[config.mk]
export PLATFORM = sky130hd
export DESIGN_NAME = vdei_top
export DESIGN_NICKNAME = d
export VERILOG_FILES = /design/src/hdl/vdei_pkg.sv /design/src/hdl/vdei_top.sv
export SDC_FILE = /design/constraint.sdc
export NUM_CORES = 1
export LEC_CHECK = 0
export ABC_AREA = 1
export CORE_AREA = 2 2 178 180
export DETAILED_ROUTE_END_ITERATION = 8
export DIE_AREA = 0 0 180 182
export DONT_BUFFER_PORTS = 1
export SETUP_SLACK_MARGIN = 0.5
export SLEW_MARGIN = 25
export SYNTH_ARGS = -nofsm -noshare
export SYNTH_HDL_FRONTEND = slang
export SYNTH_SLANG_ARGS = --single-unit
[constraint.sdc]
create_clock -name hclk -period 2.9 [get_ports hclk]
set_clock_uncertainty 0.1 [all_clocks]
set_input_delay 0.58 -clock hclk [delete_from_list [all_inputs] [get_ports hclk]]
set_output_delay 0.58 -clock hclk [all_outputs]
set_load 0.05 [all_outputs]
[src/hdl/vdei_pkg.sv]
/*
 * Package for the decoder event issue block: register offsets, field positions,
 * event bit positions, command codes and state types.
 * Assumes an AHB-Lite bus with 32-bit data and a single slave.
 */
package vdei_pkg;
	// byte addresses: printed index 0xa is not a multiple of four, so address = 4 * index
	localparam logic [7:0] STATUS_IDX = 8'h0A;
	localparam logic [7:0] STATUS_ADDR = 8'h28;
	localparam logic [7:0] CMD_ADDR = 8'h00;
	localparam logic [7:0] MASK_ADDR = 8'h04;
	localparam logic [7:0] CTRL_ADDR = 8'h08;
	localparam logic [7:0] STATE_ADDR = 8'h0C;
	localparam logic [7:0] PKT_ADDR = 8'h10;
	// event positions in mask and status
	localparam int RDY_BIT = 10;
	localparam int SCN_BIT = 11;
	localparam int SEQD_BIT = 9;
	localparam int SEQV_BIT = 3;
	localparam int UND_BIT = 8;
	// command register codes
	localparam logic [3:0] CMD_SET_MASK = 4'h1;
	localparam logic [3:0] CMD_ANNOUNCE = 4'h2;
	localparam logic [3:0] CMD_DISCARD = 4'h3;
	localparam logic [3:0] CMD_SCAN = 4'h4;
	localparam logic [3:0] CMD_PLAY = 4'h5;
	localparam logic [3:0] CMD_IDLE = 4'h6;
	// ctrl register fields
	localparam int CTRL_WP_BIT = 0;
	localparam int CTRL_IRQ_BIT = 1;
	localparam logic [15:0] RESET_MASK = 16'h0000;
	localparam logic [31:0] PKT_BIAS = 32'h0000_0006;
	localparam logic [1:0] HTRANS_NONSEQ = 2'h2;

	typedef enum logic [1:0] {VDEI_IDLE, VDEI_PLAY, VDEI_SCAN, VDEI_PAUSE} vdei_mode_t;

	// decoder-side event strobes
	typedef struct packed {
		logic pic_done;
		logic pic_is_i;
		logic seq_hdr;
		logic seq_end;
		logic vsync_rise;
		logic next_field_new_i;
		logic need_word;
		logic buf_empty;
		logic row_poll;
		logic free_ge_thresh;
		logic data_byte;
	} vdei_dec_t;

	typedef struct packed {
		logic [1:0] htrans;
		logic hwrite;
		logic [7:0] addr;
		logic ph;
		logic [15:0] mask;
		logic [15:0] mask_pend;
		logic mask_req;
		logic [15:0] status;
		logic [15:0] queue;
		logic irq;
		logic wp;
		vdei_mode_t mode;
		logic hdr_pend;
		logic pkt_seen;
		logic [31:0] pkt_sum;
		logic [31:0] rx_bytes;
		logic consume;
		logic param_wr;
		logic [31:0] rdata;
	} vdei_state_t;
endpackage

[src/hdl/vdei_top.sv]
/*
 * Decoder event detection, issue and queuing, with an AHB-Lite register slave.
 * Assumes decoder strobes are synchronous to hclk and one cycle wide.
 */
// The AHB-Lite slave port was left to the implementer.
// Functional notes
// - scan-complete raised when an I-picture finishes in scan state, mask bit 11.
// - scan-complete moves scan to pause and stops bitstream consumption.
// - header-decoded raised on each sequence header outside idle, mask bit 9.
// - sequence parameters rewritten on header outside idle unless write protect is one.
// - header-displayed signalled on vsync rise before first new I-field, mask bit 3.
// - header-pending set on header, cleared by idle, discard, end code, event.
// - header-displayed needs vsync, new I-picture, pending flag and mask bit.
// - buffer-empty raised when buffer empty and word needed, mask bit 8.
// - buffer-empty is level sensitive and repeats while empty.
// - packet announces never suppress buffer-empty.
// - mask command takes effect only after a whole picture decodes.
// - each event is delivered at once or queued.
// - delivery only while status is zero; sets pin and event bit.
// - nonzero status holds new events in the queue.
// - lone delivery sets only that event's bit.
// - queue examined at every display-time poll; queued ready still delivered.
// - fullness sampled for ready only at row poll points.
// - packet announce falsifies the ready byte-count precondition.
// - pin left unchanged unless status is zero.
// - ready needs received bytes at least announced sum minus six.
module vdei_top (
	input wire logic hclk,
	input wire logic hresetn,
	input wire logic hsel,
	input wire logic [31:0] haddr,
	input wire logic [1:0] htrans,
	input wire logic hwrite,
	input wire logic [2:0] hsize,
	input wire logic [31:0] hwdata,
	input wire logic hready,
	output logic [31:0] hrdata,
	output logic hreadyout,
	output logic hresp,
	input wire vdei_pkg::vdei_dec_t dec,
	output logic irq_pin,
	output logic consume_en,
	output logic param_write,
	output logic [1:0] dec_mode
);
	vdei_pkg::vdei_state_t s_q, s_d;
	logic [15:0] ev;
	logic [15:0] all_ev;
	logic rdy_ok;
	logic wr_ph;

	always_comb begin
		s_d = s_q;
		ev = '0;
		wr_ph = s_q.ph && s_q.hwrite;
		s_d.param_wr = 1'b0;
		// address phase capture
		s_d.ph = hsel && hready && (htrans == vdei_pkg::HTRANS_NONSEQ);
		if (hsel && hready) begin
			s_d.hwrite = hwrite;
			s_d.addr = haddr[7:0];
		end
		// host side writes
		if (wr_ph) begin
			unique case (s_q.addr)
				vdei_pkg::CMD_ADDR: begin
					unique case (hwdata[3:0])
						vdei_pkg::CMD_SET_MASK: begin
							s_d.mask_pend = hwdata[31:16];
							s_d.mask_req = 1'b1;
						end
						vdei_pkg::CMD_ANNOUNCE: begin
							// bumping the sum makes the byte-count test false
							s_d.pkt_sum = s_q.pkt_sum + {16'h0000, hwdata[31:16]};
							s_d.pkt_seen = 1'b1;
						end
						vdei_pkg::CMD_DISCARD: begin
							s_d.pkt_sum = '0;
							s_d.rx_bytes = '0;
							s_d.pkt_seen = 1'b0;
							s_d.hdr_pend = 1'b0;
						end
						vdei_pkg::CMD_SCAN: s_d.mode = vdei_pkg::VDEI_SCAN;
						vdei_pkg::CMD_PLAY: s_d.mode = vdei_pkg::VDEI_PLAY;
						vdei_pkg::CMD_IDLE: begin
							s_d.mode = vdei_pkg::VDEI_IDLE;
							s_d.hdr_pend = 1'b0;
							s_d.pkt_sum = '0;
							s_d.rx_bytes = '0;
							s_d.pkt_seen = 1'b0;
						end
						default: ;
					endcase
				end
				vdei_pkg::STATUS_ADDR: s_d.status = hwdata[15:0];
				vdei_pkg::CTRL_ADDR: begin
					s_d.wp = hwdata[vdei_pkg::CTRL_WP_BIT];
					s_d.irq = hwdata[vdei_pkg::CTRL_IRQ_BIT];
				end
				default: ;
			endcase
		end
		if (dec.data_byte) begin
			s_d.rx_bytes = s_d.rx_bytes + 32'h0000_0001;
		end
		// decode-time events
		if (dec.pic_done && dec.pic_is_i && s_q.mode == vdei_pkg::VDEI_SCAN) begin
			ev[vdei_pkg::SCN_BIT] = s_q.mask[vdei_pkg::SCN_BIT];
			s_d.mode = vdei_pkg::VDEI_PAUSE;
		end
		if (dec.seq_hdr && s_q.mode != vdei_pkg::VDEI_IDLE) begin
			ev[vdei_pkg::SEQD_BIT] = s_q.mask[vdei_pkg::SEQD_BIT];
			s_d.param_wr = !s_q.wp;
			s_d.hdr_pend = 1'b1;
		end
		if (dec.seq_end) begin
			s_d.hdr_pend = 1'b0;
		end
		// vsync event, conditions all together
		if (dec.vsync_rise && dec.next_field_new_i && s_q.hdr_pend) begin
			ev[vdei_pkg::SEQV_BIT] = s_q.mask[vdei_pkg::SEQV_BIT];
			s_d.hdr_pend = 1'b0;
		end
		// level sensitive: no edge detect, announce plays no part
		ev[vdei_pkg::UND_BIT] = dec.buf_empty && dec.need_word
			&& s_q.mask[vdei_pkg::UND_BIT];
		// fullness only looked at on row polls
		rdy_ok = dec.row_poll && dec.free_ge_thresh && s_q.pkt_seen
			&& (s_q.rx_bytes + vdei_pkg::PKT_BIAS >= s_q.pkt_sum);
		ev[vdei_pkg::RDY_BIT] = rdy_ok && s_q.mask[vdei_pkg::RDY_BIT];
		// low priority: mask lands only at picture end
		if (s_q.mask_req && dec.pic_done) begin
			s_d.mask = s_q.mask_pend;
			s_d.mask_req = 1'b0;
		end
		// issue or queue; queued items flush at a poll point
		all_ev = ev | s_q.queue;
		if (s_d.status == '0 && (dec.row_poll || s_q.queue == '0) && all_ev != '0) begin
			s_d.status = all_ev;
			s_d.irq = 1'b1;
			s_d.queue = '0;
		end else begin
			s_d.queue = s_q.queue | ev;
		end
		s_d.consume = (s_d.mode == vdei_pkg::VDEI_PLAY) || (s_d.mode == vdei_pkg::VDEI_SCAN);
		unique case (haddr[7:0])
			vdei_pkg::STATUS_ADDR: s_d.rdata = {16'h0000, s_d.status};
			vdei_pkg::MASK_ADDR: s_d.rdata = {16'h0000, s_q.mask};
			vdei_pkg::CTRL_ADDR: s_d.rdata = {30'h0, s_q.irq, s_q.wp};
			vdei_pkg::STATE_ADDR: s_d.rdata = {14'h0, s_q.queue, s_q.mode};
			vdei_pkg::PKT_ADDR: s_d.rdata = s_q.pkt_sum;
			default: s_d.rdata = 32'h0000_0000;
		endcase
	end

	always_ff @(posedge hclk or negedge hresetn) begin
		if (!hresetn) begin
			s_q <= '{mode: vdei_pkg::VDEI_IDLE, mask: vdei_pkg::RESET_MASK, default: '0};
		end else begin
			s_q <= s_d;
		end
	end

	assign hrdata = s_q.rdata;
	assign hreadyout = 1'b1;
	assign hresp = 1'b0;
	assign irq_pin = s_q.irq;
	assign consume_en = s_q.consume;
	assign param_write = s_q.param_wr;
	assign dec_mode = s_q.mode;
endmodule

==> flow_summary.json <==
{
  "violations": "hold timing, setup timing",
  "p_total_mw": 6.071,
  "rows": 65,
  "dieArea_um2": 32760,
  "vias": 9519,
  "final_nets": 1642,
  "status": "finished, violations left",
  "min_period_ns": 3.304,
  "vdd_drop_max_v": 0.0003269,
  "relSlewSlack": 0.5298,
  "cp_common_cell": "nand2_1",
  "swShare": 0.3189,
  "clk_latency_ns": 0.45,
  "initial_core_util": 0.3425,
  "path_clk_slew_ns": 0.08,
  "place_area_um2": 11580,
  "io-pin-count": 124,
  "gr-usage-all-layers": 0.1844,
  "gp_congestion": 0.8746,
  "layout-drive-gt1-share": 0.1718,
  "async_flop_share": 1.000,
  "power.leakage_nw": 6.434,
  "htreeDepth": 4,
  "post-synth-top-count-cell": "nand2_1",
  "dp.final_hpwl_mm": 23.19,
  "hold_viol": 168,
  "switching_power_mw": 1.936,
  "comb_power_share": 0.200,
  "postSynthCellCount": 1423,
  "syn-cell-area_um2": 10610,
  "root_buffer": "clkbuf_16",
  "min_period_over_period": 1.139,
  "setup_ws_ns": -0.4040,
  "cp.arrival_ns": 3.53,
  "synth-seq-cells": 168,
  "hold_ws_ns": -0.2762,
  "cts_tree": "yes",
  "avgSynthCellArea_um2": 7.459,
  "post-route-drc-count": 0,
  "fin_area_um2": 12610,
  "ant_nets": 0,
  "slew_violations": 0,
  "grt_max_degree": 169,
  "portBuffers": 0,
  "grt_pass1_vias": 9201,
  "post-route-util": 0.4069,
  "hold_class": "in -> async",
  "path_max_fanout": 4,
  "cts_buffer_depth": 2,
  "max_cap_violations": 0,
  "ys_warn_count": 0,
  "yosys.area.top_type": "dfrtp_1",
  "p_seq_frac": 0.423,
  "grt_first_pass_wirelength_mm": 48.07,
  "syn-num-nets": 1559,
  "p_clk_frac": 0.377,
  "end_kind": "flop",
  "synth_area_leaders": "dfrtp_1 40%, nand2_1 13%, inv_1 7.2%, ha_1 5.9%, nor2_1 5.5%",
  "fmax_ghz": 0.3027,
  "routed_wl_mm": 30.16,
  "coreArea_um2": 30990,
  "path_buf_inv": 0,
  "critPathMaxStageDelay_ns": 0.39,
  "gr-total-overflow": 0,
  "cp.required_ns": 3.13,
  "worst_pin_slew_ns": 0.7033,
  "rsz0062_at_grt": "yes",
  "pre_cts_ws_ns": -0.5795,
  "setup_viol": 13,
  "critical_path_class": "reg -> reg",
  "yosysSeqAreaShare": 0.3961,
  "diodes": 0,
  "ys.flop_type": "dfrtp_1",
  "start_kind": "flop",
  "syn2layout_area_growth_pct": 18.80,
  "cpMaxStageDelayCell": "dfrtp_1",
  "power.density_nw_per_um2": 481.5,
  "synth_top_area_share": 0.3961,
  "synthTopCellsByCount": "363 x nand2_1, 204 x inv_1, 168 x dfrtp_1",
  "wl_per_cell_um": 15.70,
  "synth_edf_count": 0,
  "cts_buffers": 17,
  "die_w_um": 180,
  "critPathTopFamily": "simple AND/OR/NAND/NOR gates",
  "drt_iter0_markers": 716,
  "antenna_found_initial": 0,
  "firstDrtPassIters": 5,
  "cts_sinks": 168,
  "worstPathCellList": "nand4_1 -> nor2_4 -> nand4_1 -> or2_1 -> nor2_2 -> nand2_1 -> nor3_2 -> nand2_1 -> xnor2_2 -> ha_1 -> a21oi_1 -> o21ai_1 -> nand2_1 -> nand2_1 -> nor2_1 -> nand2_2 -> nand2_4 -> nand3_4 -> nand3_2 -> nand2_2 -> nand2_1 -> nand2_1",
  "drt-vias-per-instance": 4.955,
  "ys_types": 48,
  "floorplan.die.height_um": 182,
  "p_int_mw": 4.135
}
[stage by stage]
step / hold slack (ns) / TNS (ns) / std cells
4_1_cts: -0.2962 / -4.868 / 1905
3_5_place_dp: 0.1950 / -6.383 / 1870
2_1_floorplan: 0.1844 / -0.7985 / 1423
6_report: -0.2762 / -4.573 / 1921
5_1_grt: -0.2969 / -8.081 / 1921
3_3_place_gp: 0.1950 / -5.301 / 1870
[sequential cells by signal, summed over array words and instances (netlist names)]
name         count
hrdata          32
dec_mode         2
s_q            131
consume_en       1
irq_pin          1
param_write      1
[cell usage in the layout (no fill, tap or decap), types with 6 or more instances in the layout]
master	n
nor2_2	15
buf_4	123
nor4_1	8
nand3_2	8
o22ai_1	14
xnor2_1	19
nand3b_1	9
nand3_1	78
nor3_1	24
xor2_1	37
ha_1	46
nor2_4	10
nand4_1	32
inv_1	198
inv_2	7
nand2_1	349
nor2_1	138
clkbuf_16	17
mux2_2	20
o21ai_0	58
inv_8	6
dfrtp_1	168
nand2_2	12
a21oi_1	43
[kinds of logic (layout without fill, tap and decap cells)]
group	count (synthesis)	in the layout	synth area share
AO/OA/AOI/OAI	156	156	0.08205
AND/OR/NAND/NOR	698	698	0.2813
buffers and inverters	271	367	0.1108
adder cells (fa/ha/maj)	51	51	0.06083
other	2	2	0.0007076
flip-flops	168	168	0.3961
multiplexers	20	20	0.02122
XOR/XNOR	57	57	0.04704
[worst register-to-register path: stages, from the launching register on]
cell and delay, ns:
dfrtp_1 0.39, nand4_1 0.19, nor2_4 0.13, nand4_1 0.10, or2_1 0.26, nor2_2 0.13
nand2_1 0.08, nor3_2 0.20, nand2_1 0.12, xnor2_2 0.14, ha_1 0.29, a21oi_1 0.13
o21ai_1 0.08, nand2_1 0.06, nand2_1 0.05, nor2_1 0.13, nand2_2 0.13, nand2_4 0.12
nand3_4 0.09, nand3_2 0.09, nand2_2 0.06, nand2_1 0.06, nand2_1 0.07
[layout make-up]
| class | instances | area (um^2) |
|---|---|---|
| Fill cell | 3098 | 18380 |
| Clock buffer | 18 | 429.2 |
| Timing Repair Buffer | 127 | 980.9 |
| Sequential cell | 168 | 4204 |
| Multi-Input combinational cell | 984 | 5557 |
| Tap cell | 402 | 503.0 |
| Inverter | 208 | 783.3 |
| Clock inverter | 14 | 152.6 |
[timing repair]
action / 4_1_cts / 5_1_grt
resized for setup: 22 / 58
pin swaps: 11 / 25
hold endpoints to repair: 168 / 168
setup buffers: 3 / 16
setup endpoints to repair: 37 / 48
[power by group through the flow]
stage	Combinational, mW	Sequential [mW]	Clock, mW
4_1_cts	1.15	2.56	2.33
5_1_grt	1.39	2.58	2.43
3_3_place_gp	1.09	2.60	0
6_report	1.22	2.57	2.29
3_5_place_dp	1.11	2.61	0
2_1_floorplan	0.754	2.58	0
[routing by layer]
layer | global-route usage | part of all wire | routed length (um) | up-vias
li1 | - | - | - | 4710
met1 | 0.2391 | 0.45 | 13600 | 4528
met2 | 0.3094 | 0.48 | 14370 | 232
met3 | 0.02808 | 0.045 | 1362 | 49
met4 | 0.07285 | 0.027 | 824 | 0
met5 | 0 | 0 | 0 | -
[path summary, 6_finish.rpt]
kind | cells past startpoint | end | slack, ns | start
max | 22 | hrdata[11]$_DFF_PN0_ | -0.40 | s_q[37]$_DFF_PN0_
min | 0 | s_q[178]$_DFFE_PN0P_ | -0.28 | hresetn
max reg2reg | 22 | hrdata[11]$_DFF_PN0_ | -0.40 | s_q[37]$_DFF_PN0_
min reg2reg | 2 | s_q[168]$_DFFE_PN0P_ | 0.37 | s_q[152]$_DFFE_PN0P_
max in group asynchronous | 0 | s_q[60]$_DFF_PN0_ | 2.66 | hresetn
min in group hclk | 1 | s_q[169]$_DFF_PN0_ | 0.09 | htrans[0]
Note: power is estimated with default switching activity, not from simulation.
